**src/inc/cnem_defs.vh**
```
`ifndef CNEM_DEFS_VH
`define CNEM_DEFS_VH
// object indices reached by the service-data path
`define CNEM_IDX_ERR_SUMMARY 16'h1001
`define CNEM_IDX_ERR_HISTORY 16'h1003
`define CNEM_IDX_ERR_CLEAR 16'h5000
`define CNEM_IDX_PDO_CFG 16'h5f00
`define CNEM_HIST_DEPTH 4'ha
`define CNEM_HIST_SUBMAX 8'h0a
`define CNEM_HIST_SUBCNT 8'h00
`define CNEM_COBID_OFF 32'h80000000
`define CNEM_DIG_PER_OBJ 4'h8
`define CNEM_ANA_MAX 4'h4
`define CNEM_CLEAR_ALL 16'hffff
// frame identifiers
`define CNEM_EMCY_BASE 11'h080
`define CNEM_RX1_BASE 11'h200
`define CNEM_RX2_BASE 11'h300
`define CNEM_RX3_BASE 11'h22a
`define CNEM_RX4_BASE 11'h32a
`define CNEM_RX5_BASE 11'h254
`define CNEM_TX1_BASE 11'h180
`define CNEM_TX2_BASE 11'h280
`define CNEM_TX3_BASE 11'h1aa
`define CNEM_TX4_BASE 11'h2aa
`define CNEM_TX5_BASE 11'h1d4
`define CNEM_TX6_BASE 11'h2d4
`define CNEM_NODE_MAX 7'h2a
// error codes and summary bits
`define CNEM_CODE_NONE 16'h0000
`define CNEM_CODE_GENERIC 16'h1000
`define CNEM_SUM_GENERIC 0
`define CNEM_SUM_COMM 4
`define CNEM_SUM_MANUF 7
`define CNEM_CPU_NEWCFG 7
`define CNEM_MOD_LIFEGUARD 4
// startup frame content
`define CNEM_NEWCFG_CPU 8'h80
`define CNEM_NEWCFG_SUM 8'h01
`define CNEM_LEN_OK 3'h3
`define CNEM_LEN_FULL 3'h5
`define CNEM_FIFO_W 54
`define CNEM_FIFO_D 32
`define CNEM_FIFO_AW 5
`endif

```
**src/cnem_fifo.v**
```verilog
`timescale 1ns/1ps
module cnem_fifo #(
  parameter W = 43,
  parameter D = 32,
  parameter AW = 5
) (
  // clock and reset
  input wire i_mclk,
  input wire i_rst_n,
  // write side
  input wire i_valid,
  output wire o_ready,
  input wire [W-1:0] i_data,
  // read side
  output wire o_valid,
  input wire i_ready,
  output reg [W-1:0] o_data
);
  reg [W-1:0] mem_q [0:D-1];
  reg [AW-1:0] wp_q;
  reg [AW-1:0] rp_q;
  reg [AW:0] cnt_q;
  wire wr = i_valid && o_ready;
  wire rd = o_valid && i_ready;
  assign o_ready = (cnt_q != D[AW:0]);
  assign o_valid = (cnt_q != {(AW+1){1'b0}});
  // storage written without reset; pointers define validity
  always @(posedge i_mclk)
  begin
    if (wr)
      mem_q[wp_q] <= i_data;
  end
  always @*
  begin
    o_data = mem_q[rp_q];
  end
  // pointer and count bookkeeping
  always @(posedge i_mclk or negedge i_rst_n)
  begin
    if (!i_rst_n)
    begin
      wp_q <= {AW{1'b0}};
      rp_q <= {AW{1'b0}};
      cnt_q <= {(AW+1){1'b0}};
    end
    else
    begin
      if (wr)
        wp_q <= (wp_q == D[AW-1:0] - 1'b1) ? {AW{1'b0}} : wp_q + 1'b1;
      if (rd)
        rp_q <= (rp_q == D[AW-1:0] - 1'b1) ? {AW{1'b0}} : rp_q + 1'b1;
      if (wr && !rd)
        cnt_q <= cnt_q + 1'b1;
      else if (rd && !wr)
        cnt_q <= cnt_q - 1'b1;
    end
  end
endmodule // cnem_fifo

```
**src/cnem_top.v**
```verilog
// Operation
// - emergency frames allowed operational and pre-operational
// - emergency identifier is 0x080 plus node
// - summary object holds latest error state
// - ten newest states kept, newest first
// - clean start sends three zero bytes
// - new configuration start sends five fixed bytes
// - new configuration recomputes and stores defaults
// - frame bytes: code, summary, processor, module
// - code zero without error, 0x1000 generic
// - summary bits generic through manufacturer
// - processor detail bits as listed
// - module detail bits and life-guard timeout
// - history word: processor, module, code
// - clear object clears flags, all-ones clears bus
// - five receive, six transmit, five remote
// - receive identifiers default node plus bases
// - transmit identifiers default node plus bases
// - top identifier bit disables unused objects
// - digital outputs one byte, ninth to second
// - analog outputs from object two, four max
// - inputs mirror, four-channel analog first; transmit side has no ninth-input spill or four cap
// - transmit six refuses remote, maps fault words
`timescale 1ns/1ps
`include "cnem_defs.vh"
module cnem_top (
  // clock and reset
  input wire i_mclk,
  input wire i_nrst,
  // node state and identity
  input wire [6:0] i_node_id,
  input wire i_node_operational,
  input wire i_node_preop,
  // start-up status from configuration scan
  input wire i_startup_done,
  input wire i_config_changed,
  input wire [1:0] i_slots_dig_out,
  input wire [3:0] i_cnt_dig_out,
  input wire [3:0] i_cnt_dig_in,
  input wire [3:0] i_cnt_ana_out,
  input wire [3:0] i_cnt_ana_in4,
  input wire [3:0] i_cnt_ana_in2,
  // error events, one-cycle pulses
  input wire [7:0] i_cpu_err_set,
  input wire [4:0] i_mod_err_set,
  input wire i_bus_err_set,
  // object access from the service-data path
  input wire i_obj_wr,
  input wire i_obj_rd,
  input wire [15:0] i_obj_index,
  input wire [7:0] i_obj_sub,
  input wire [31:0] i_obj_wdata,
  output reg [31:0] o_obj_rdata,
  output reg o_obj_ack,
  output reg o_obj_err,
  // emergency frame stream towards the controller
  output wire o_emcy_valid,
  input wire i_emcy_ready,
  output wire [10:0] o_emcy_id,
  output wire [2:0] o_emcy_len,
  output wire [39:0] o_emcy_data,
  output wire o_emcy_overflow,
  // default process-data setup
  output reg o_defaults_store,
  output reg [31:0] o_rx_cobid_flat0,
  output reg [31:0] o_rx_cobid_flat1,
  output reg [31:0] o_tx_cobid_flat0,
  output reg [31:0] o_tx_cobid_flat1,
  output reg [3:0] o_rx_map_ana_first,
  output reg [3:0] o_tx_map_ana_first,
  output wire [4:0] o_tx_rtr_allowed
);
  reg rs1_q;
  reg rst_n_q;
  reg [7:0] cpu_q;
  reg [4:0] mod_q;
  reg bus_q;
  reg [31:0] hist_q [0:9];
  reg [3:0] hcnt_q;
  reg start_q;
  reg sent_q;
  reg [7:0] cpu_d;
  reg [4:0] mod_d;
  reg bus_d;
  reg push;
  reg [15:0] clr;
  wire [7:0] summary;
  wire [15:0] code;
  wire any_err;
  wire f_ready;
  wire [53:0] f_in;
  // summary byte fields, one wire per condition
  wire sum_generic;
  wire sum_current;
  wire sum_voltage;
  wire sum_temperature;
  wire sum_comm;
  wire sum_profile;
  wire sum_reserved;
  wire sum_manuf;
  // event frame summary, built from the next-state flags
  wire [7:0] ev_summary;
  wire ev_comm;
  // new history word
  wire [31:0] hist_new;
  // frame bytes in send order
  wire [7:0] byte_code_hi;
  wire [7:0] byte_code_lo;
  wire [7:0] byte_summary;
  wire [7:0] byte_cpu;
  wire [7:0] byte_module;
  wire [10:0] emcy_id;
  wire [10:0] node_ext;
  wire f_wr;
  // default identifiers for the first two objects each way
  wire [10:0] rx1_id;
  wire [10:0] rx2_id;
  wire [10:0] tx1_id;
  wire [10:0] tx2_id;
  // disable bits for objects with nothing mapped
  wire rx1_off;
  wire rx2_off;
  wire tx1_off;
  wire tx2_off;
  wire [3:0] ana_out_used;
  // history read decode
  wire hist_sel;
  wire hist_cnt_sel;
  wire hist_ent_sel;
  wire [3:0] hist_slot;
  wire can_send;
  reg [2:0] ev_len;
  reg [39:0] ev_data;
  integer k;
  // reset release through two flops; assertion stays asynchronous,
  // release is clean against the clock so no flop sees a half-edge
  always @(posedge i_mclk or negedge i_nrst)
  begin
    if (!i_nrst)
    begin
      rs1_q <= 1'b0;
      rst_n_q <= 1'b0;
    end
    else
    begin
      rs1_q <= 1'b1;
      rst_n_q <= rs1_q;
    end
  end
  // clear mask from the clear object; all ones also clears bus flag
  always @*
  begin
    clr = 16'h0000;
    if (i_obj_wr && i_obj_index == `CNEM_IDX_ERR_CLEAR)
      clr = i_obj_wdata[15:0];
  end
  // sticky flags: a set in the clear cycle wins
  always @*
  begin
    cpu_d = (cpu_q & ~clr[15:8]) | i_cpu_err_set;
    mod_d = (mod_q & ~{1'b0, clr[3:0]}) | i_mod_err_set;
    if (clr == `CNEM_CLEAR_ALL)
      mod_d[`CNEM_MOD_LIFEGUARD] = i_mod_err_set[`CNEM_MOD_LIFEGUARD];
    bus_d = (bus_q && clr != `CNEM_CLEAR_ALL) || i_bus_err_set;
    push = (|i_cpu_err_set) || (|i_mod_err_set) || i_bus_err_set;
  end
  assign any_err = (|cpu_q) || (|mod_q) || bus_q;
  // summary bits laid out generic..manufacturer; only generic and
  // communication conditions are tracked here, the rest read as zero
  assign sum_generic = any_err;
  assign sum_current = 1'b0;
  assign sum_voltage = 1'b0;
  assign sum_temperature = 1'b0;
  // a life-guarding timeout is a communication fault as well
  assign sum_comm = bus_q | mod_q[`CNEM_MOD_LIFEGUARD];
  assign sum_profile = 1'b0;
  assign sum_reserved = 1'b0;
  // maker-specific causes live in the detail bytes, so this bit stays low,
  // matching the new-configuration start frame
  assign sum_manuf = 1'b0;
  assign summary = {sum_manuf, sum_reserved, sum_profile, sum_comm, sum_temperature, sum_voltage, sum_current,
    sum_generic};
  // history word: processor byte on top, then module byte, then code
  assign hist_new = {cpu_d, 3'b000, mod_d, `CNEM_CODE_GENERIC};
  assign code = any_err ? `CNEM_CODE_GENERIC : `CNEM_CODE_NONE;
  // history and flag state
  always @(posedge i_mclk or negedge rst_n_q)
  begin
    if (!rst_n_q)
    begin
      cpu_q <= 8'h00;
      mod_q <= 5'h00;
      bus_q <= 1'b0;
      hcnt_q <= 4'h0;
      for (k = 0; k < 10; k = k + 1)
        hist_q[k] <= 32'h00000000;
    end
    else
    begin
      cpu_q <= cpu_d;
      mod_q <= mod_d;
      bus_q <= bus_d;
      if (push)
      begin
        for (k = 9; k > 0; k = k - 1)
          hist_q[k] <= hist_q[k-1];
        hist_q[0] <= hist_new;
        if (hcnt_q != `CNEM_HIST_DEPTH)
          hcnt_q <= hcnt_q + 4'h1;
      end
    end
  end
  // event frames describe the state after this cycle's sets
  assign ev_comm = bus_d | mod_d[`CNEM_MOD_LIFEGUARD];
  assign ev_summary = {3'b000, ev_comm, 3'b000, 1'b1};
  // emergency frame build; start-up frame or error event
  always @*
  begin
    ev_len = `CNEM_LEN_FULL;
    ev_data = {code, summary, cpu_d, 3'b000, mod_d};
    if (start_q && !i_config_changed)
    begin
      ev_len = `CNEM_LEN_OK;
      ev_data = 40'h0;
    end
    else if (start_q)
      ev_data = {`CNEM_CODE_GENERIC, `CNEM_NEWCFG_SUM, `CNEM_NEWCFG_CPU, 8'h00};
    else if (push)
      ev_data = {`CNEM_CODE_GENERIC, ev_summary, cpu_d, 3'b000, mod_d};
  end
  // split into bytes in send order, first byte on top
  assign byte_code_hi = ev_data[39:32];
  assign byte_code_lo = ev_data[31:24];
  assign byte_summary = ev_data[23:16];
  assign byte_cpu = ev_data[15:8];
  assign byte_module = ev_data[7:0];
  // node number widened once, shared by every identifier sum
  assign node_ext = {4'h0, i_node_id};
  assign emcy_id = `CNEM_EMCY_BASE + node_ext;
  // frames are only queued in the two states that may send
  assign can_send = i_node_operational || i_node_preop;
  assign f_wr = can_send && (start_q || push);
  assign f_in = {emcy_id, ev_len, byte_code_hi, byte_code_lo, byte_summary, byte_cpu, byte_module};
  // a full queue drops the event; the flag lets the host count losses
  assign o_emcy_overflow = f_wr && !f_ready;
  // start-up pulse: one frame per reset on the first done cycle;
  // the done level stays high, so a sent flag keeps it from repeating
  always @(posedge i_mclk or negedge rst_n_q)
  begin
    if (!rst_n_q)
    begin
      start_q <= 1'b0;
      sent_q <= 1'b0;
    end
    else
    begin
      start_q <= i_startup_done && !sent_q;
      sent_q <= sent_q || i_startup_done;
    end
  end
  // frame queue; storage only, no reordering
  cnem_fifo #(
    .W(`CNEM_FIFO_W),
    .D(`CNEM_FIFO_D),
    .AW(`CNEM_FIFO_AW)
  ) u_fifo (
    .i_mclk(i_mclk),
    .i_rst_n(rst_n_q),
    .i_valid(f_wr),
    .o_ready(f_ready),
    .i_data(f_in),
    .o_valid(o_emcy_valid),
    .i_ready(i_emcy_ready),
    .o_data({o_emcy_id, o_emcy_len, o_emcy_data})
  );
  // first five transmit objects answer remote requests, the sixth never
  assign o_tx_rtr_allowed = 5'h1f;
  // identifiers for the default objects, node number added to each base
  assign rx1_id = `CNEM_RX1_BASE + node_ext;
  assign rx2_id = `CNEM_RX2_BASE + node_ext;
  assign tx1_id = `CNEM_TX1_BASE + node_ext;
  assign tx2_id = `CNEM_TX2_BASE + node_ext;
  // an object with nothing mapped is switched off by its top bit
  assign rx1_off = (i_cnt_dig_out == 4'h0);
  // the ninth digital output spills into the second receive object
  assign rx2_off = (i_cnt_dig_out <= `CNEM_DIG_PER_OBJ) && (i_cnt_ana_out == 4'h0);
  assign tx1_off = (i_cnt_dig_in == 4'h0);
  assign tx2_off = (i_cnt_ana_in4 == 4'h0) && (i_cnt_ana_in2 == 4'h0);
  // analog outputs past the fourth are ignored, not wrapped
  assign ana_out_used = (i_cnt_ana_out > `CNEM_ANA_MAX) ? `CNEM_ANA_MAX : i_cnt_ana_out;
  // history read decode: sub 0 gives the count, 1 to 10 the entries
  assign hist_sel = (i_obj_index == `CNEM_IDX_ERR_HISTORY);
  assign hist_cnt_sel = hist_sel && (i_obj_sub == `CNEM_HIST_SUBCNT);
  assign hist_ent_sel = hist_sel && (i_obj_sub <= `CNEM_HIST_SUBMAX);
  // entries are stored newest at slot zero, so sub 1 maps there
  assign hist_slot = i_obj_sub[3:0] - 4'h1;
  // defaults recompute on every start-up pulse; on changed configuration the store strobe asks
  // the nonvolatile side to overwrite what it held before
  always @(posedge i_mclk or negedge rst_n_q)
  begin
    if (!rst_n_q)
    begin
      o_defaults_store <= 1'b0;
      o_rx_cobid_flat0 <= `CNEM_COBID_OFF;
      o_rx_cobid_flat1 <= `CNEM_COBID_OFF;
      o_tx_cobid_flat0 <= `CNEM_COBID_OFF;
      o_tx_cobid_flat1 <= `CNEM_COBID_OFF;
      o_rx_map_ana_first <= 4'h0;
      o_tx_map_ana_first <= 4'h0;
    end
    else
    begin
      o_defaults_store <= start_q && i_config_changed;
      if (start_q)
      begin
        // receive side: digital outputs first, analog from object two
        o_rx_cobid_flat0 <= {rx1_off, 20'h00000, rx1_id};
        o_rx_cobid_flat1 <= {rx2_off, 20'h00000, rx2_id};
        // transmit side: digital inputs first, analog from object two; no ninth-input spill
        o_tx_cobid_flat0 <= {tx1_off, 20'h00000, tx1_id};
        o_tx_cobid_flat1 <= {tx2_off, 20'h00000, tx2_id};
        o_rx_map_ana_first <= ana_out_used;
        o_tx_map_ana_first <= i_cnt_ana_in4; // four-channel inputs first
      end
    end
  end
  // object reads; unmapped index answers with error
  always @(posedge i_mclk or negedge rst_n_q)
  begin
    if (!rst_n_q)
    begin
      o_obj_rdata <= 32'h0;
      o_obj_ack <= 1'b0;
      o_obj_err <= 1'b0;
    end
    else
    begin
      o_obj_ack <= i_obj_rd || i_obj_wr;
      o_obj_err <= 1'b0;
      o_obj_rdata <= 32'h0;
      if (i_obj_rd)
      begin
        if (i_obj_index == `CNEM_IDX_ERR_SUMMARY)
          o_obj_rdata <= {24'h0, summary};
        else if (hist_cnt_sel)
          o_obj_rdata <= {28'h0, hcnt_q};
        else if (hist_ent_sel)
          o_obj_rdata <= hist_q[hist_slot];
        else if (i_obj_index == `CNEM_IDX_ERR_CLEAR)
          o_obj_rdata <= 32'h0;
        else
          o_obj_err <= 1'b1;
      end
    end
  end
endmodule // cnem_top

```
**config.mk**
```make
export PLATFORM = sky130hd
export DESIGN_NAME = cnem_top
export DESIGN_NICKNAME = d
export VERILOG_FILES = /design/src/cnem_fifo.v /design/src/cnem_top.v
export VERILOG_INCLUDE_DIRS = /design/src /design/src/inc
export SDC_FILE = /design/constraint.sdc
export NUM_CORES = 1
export LEC_CHECK = 0
export BUFFER_PORTS_ARGS = -buffer_cell sky130_fd_sc_hd__buf_2
export CAP_MARGIN = 30
export CORE_ASPECT_RATIO = 0.8
export CORE_MARGIN = 10
export CORE_UTILIZATION = 38
export DETAILED_ROUTE_END_ITERATION = 6
export GPL_TIMING_DRIVEN = 1
export PLACE_DENSITY = 0.64
export SKIP_CTS_REPAIR_TIMING = 1
export SLEW_MARGIN = 15
export SYNTH_ARGS = -nofsm -noshare
export SYNTH_HDL_FRONTEND = slang
export SYNTH_SLANG_ARGS = --single-unit
```
**constraint.sdc**
```tcl
create_clock -name i_mclk -period 16.1 [get_ports i_mclk]
set_input_delay 2.415 -clock i_mclk [delete_from_list [all_inputs] [get_ports i_mclk]]
set_output_delay 2.415 -clock i_mclk [all_outputs]
set_load 0.01 [all_outputs]
```
==> results.sh <==
export IMPL_status="completed"
export IMPL_drt_iter0_drc=2254
export IMPL_place_ws_ns=8.924
export IMPL_grt_pass1_vias=22680
export IMPL_grt_overflow=0
export IMPL_cts_buffers=98
export IMPL_die_y_um=312.5
export IMPL_track_usage_pct=15.93
export IMPL_cell_internal_pwr_uw=4843
export IMPL_synth_most_common_cell="edfxtp_1"
export IMPL_synthDistinctLibCells=52
export IMPL_fin_skew_ns=0.04197
export IMPL_yosysSeqAreaShare_pct=70.33
export IMPL_r2r_end="u_fifo.cnt_q[5]"
export IMPL_dr_pass1_iters=5
export IMPL_crit_type="primary input to output pin"
export IMPL_insertion_delay_ns=0.67
export IMPL_route_detailed_drc=0
export IMPL_hp_class="flop to asynchronous set/reset pin"
export IMPL_synthToLayoutAreaGrowth_pct=14.62
export IMPL_finish_net_count=3017
export IMPL_hold_viol_final=0
export IMPL_period_needed_ns=7.094
export IMPL_leakage_uw=0.01569
export IMPL_ys_ff_latch=988
export IMPL_cts_tree="yes"
export IMPL_setup_viol=0
export IMPL_cts_sinks=988
export IMPL_rows=107
export IMPL_drv_cap=0
export IMPL_fmax_ghz=0.1410
export IMPL_grt_antenna_before_repair=9
export IMPL_clock_path_buffers=3
export IMPL_tightest_slew_ns=0.9561
export IMPL_detail_route_antenna_nets=0
export IMPL_clockPowerShare_pct=33.6
export IMPL_synth_top_area_share_pct=56.77
export IMPL_drive_gt1_share_pct=21.80
export IMPL_reg2reg_depth=10
export IMPL_final_util_pct=43.81
export IMPL_place_congestion=0.7541
export IMPL_required_ns=13.69
export IMPL_ir_drop_v=0.0001228
export IMPL_synth_top_area_cell="edfxtp_1"
export IMPL_grt_pass1_wl_um=145800
export IMPL_rrSetupSlack_ns=12.52
export IMPL_wire_per_inst_um=22.34
export IMPL_synth_edf_count=768
export IMPL_synth_ff_type="edfxtp_1"
export IMPL_sequentialPowerShare_pct=43.3
export IMPL_htreeDepth=3
export IMPL_critPathCaptureType="output pin"
export IMPL_p_switching_uw=2086
export IMPL_fin_ws_ns=9.006
export IMPL_fillers=9437
export IMPL_drt_wl_total_um=98100
export IMPL_async_flop_share_pct=22.27
export IMPL_via_count=22430
export IMPL_fin_setup_tns_ns=0
export IMPL_yosysWarnings=0
export IMPL_synth_common_cells="768 x edfxtp_1, 466 x nand2_1, 216 x dfrtp_1, 196 x mux2i_1, 164 x buf_4"
export IMPL_clk_pin_slew_ns=0.06
export IMPL_rsz0062_at_grt="no"
export IMPL_worstPathArrival_ns=4.68
export IMPL_critPathLaunchType="primary input"
export IMPL_design_area_sq_mm=0.04657
export IMPL_io_pins=340
export IMPL_r2r_start="u_fifo.cnt_q[0]"
export IMPL_hpwl_um=60980
export IMPL_fin_crit_sh_pct=44.06
export IMPL_critPathMaxFanout=85
export IMPL_yosys_top_cells_area="edfxtp_1 57%, dfrtp_1 13%, mux4_2 6.9%, mux2i_1 4.8%, nand2_1 4.3%"
export IMPL_syn_cell_area_sq_mm=0.04063
export IMPL_die_w_um=385.6
export IMPL_die_area_sq_mm=0.1205
export IMPL_p_per_area_mw_per_mm2=148.8
export IMPL_viasPerCell=5.109
export IMPL_initial_core_util_pct=38.22
export IMPL_core_area_sq_mm=0.1063
export IMPL_sw_frac_of_total_pct=30.11
export IMPL_comb_power_share_pct=23.1
export IMPL_avgSynthCellArea_sq_um=15.12
export IMPL_max_slew_margin_rel_pct=36.26
export IMPL_slew_violations=0
export IMPL_netlist_instances=2687
export IMPL_place_area_sq_mm=0.04316
export IMPL_cts_root_buffer="clkbuf_16"
export IMPL_io_buffers=185
export IMPL_grt_max_degree=86
[power by group through the flow]
stage / clock [uW] / combinational [uW] / sequential [uW]
4_1_cts: 2380 / 1620 / 3000
6_report: 2330 / 1600 / 3000
3_3_place_gp: 0 / 1580 / 3050
2_1_floorplan: 0 / 1050 / 2990
5_1_grt: 2490 / 1720 / 3020
3_5_place_dp: 0 / 1610 / 3050
[layout make-up]
class | instances | area, sq um | area share [%]
well taps | 1417 | 1773 | 3.807
flip-flops and latches | 988 | 28580 | 61.38
multi-input cells | 1509 | 10930 | 23.47
clock inverters | 55 | 645.6 | 1.386
repair buffers | 268 | 1874 | 4.025
diodes | 2 | 5.005 | 0.01075
clock buffers | 126 | 2654 | 5.699
inverters | 26 | 102.6 | 0.2203
[logic make-up (layout without fill, tap and decap cells)]
logic type                 after synthesis  after routing  synth area share, %
adders and majority gates               18             18               0.5728
AOI/OAI and AO/OA                      238            238                3.517
and+or+nand+nor                        758            758                8.198
xor gates and xnor gates                 7              7               0.1509
other                                    2            139              0.01849
muxes                                  351            351                12.56
DFF                                    988            988                70.33
buffers and inverters                  325            475                4.650
[sequential cells by signal (all words and copies together), names as in the netlist, 5 cells and up]
| signal | flops |
|---|---|
| u_fifo.mem_q | 768 |
| hist_q | 140 |
| o_obj_rdata | 19 |
| o_tx_cobid_flat1 | 9 |
| cpu_q | 8 |
| u_fifo.cnt_q | 6 |
| mod_q | 5 |
| u_fifo.rp_q | 5 |
| u_fifo.wp_q | 5 |
[worst max-delay path, stage by stage]
cell and delay [ns]:
buf_2 0.13, nor2_1 0.10, nand4_1 0.10, buf_4 0.71, inv_4 0.49, a211oi_1 0.48
buf_2 0.22
[cell usage in the layout, fill, tap and decap left out, drive strengths merged, types with 74 or more instances in the layout]
| cell | count |
|---|---|
| edfxtp | 768 |
| nand2 | 470 |
| buf | 268 |
| dfrtp | 216 |
| mux2i | 196 |
| a21oi | 142 |
| conb | 137 |
| clkbuf | 126 |
| mux4 | 124 |
| nor2 | 74 |
[per-stage QoR]
step | power (uW) | instances | hold WS, ns
after global placement | 4631 | 4180 | 0.2377
after detailed placement | 4667 | 4203 | 0.2448
after CTS | 6999 | 4384 | 0.2358
final | 6930 | 4391 | 0.2098
after global routing | 7221 | 4390 | 0.2486
after floorplan | 4046 | 2822 | 0.3312
[metal layers]
metal	vias to the layer above	GRT usage (%)	wire length (um)
met2	734	24.57	45330
li1	10070	-	-
met5	-	0	81
met4	12	3.845	2119
met1	11470	22.55	42980
met3	140	3.933	7594
[worst max path at each step]
stage | slack [ns] | endpoint | start
2_1_floorplan | 9.52 | bus_q | rst_n_q
6_report | 9.01 | o_emcy_overflow | i_mod_err_set[4]
3_3_place_gp | 8.96 | o_emcy_overflow | i_mod_err_set[4]
4_1_cts | 8.92 | o_emcy_overflow | i_mod_err_set[4]
3_5_place_dp | 8.92 | o_emcy_overflow | i_mod_err_set[4]
5_1_grt | 8.80 | o_emcy_overflow | i_mod_err_set[4]
(Power assumes the default switching activity.)
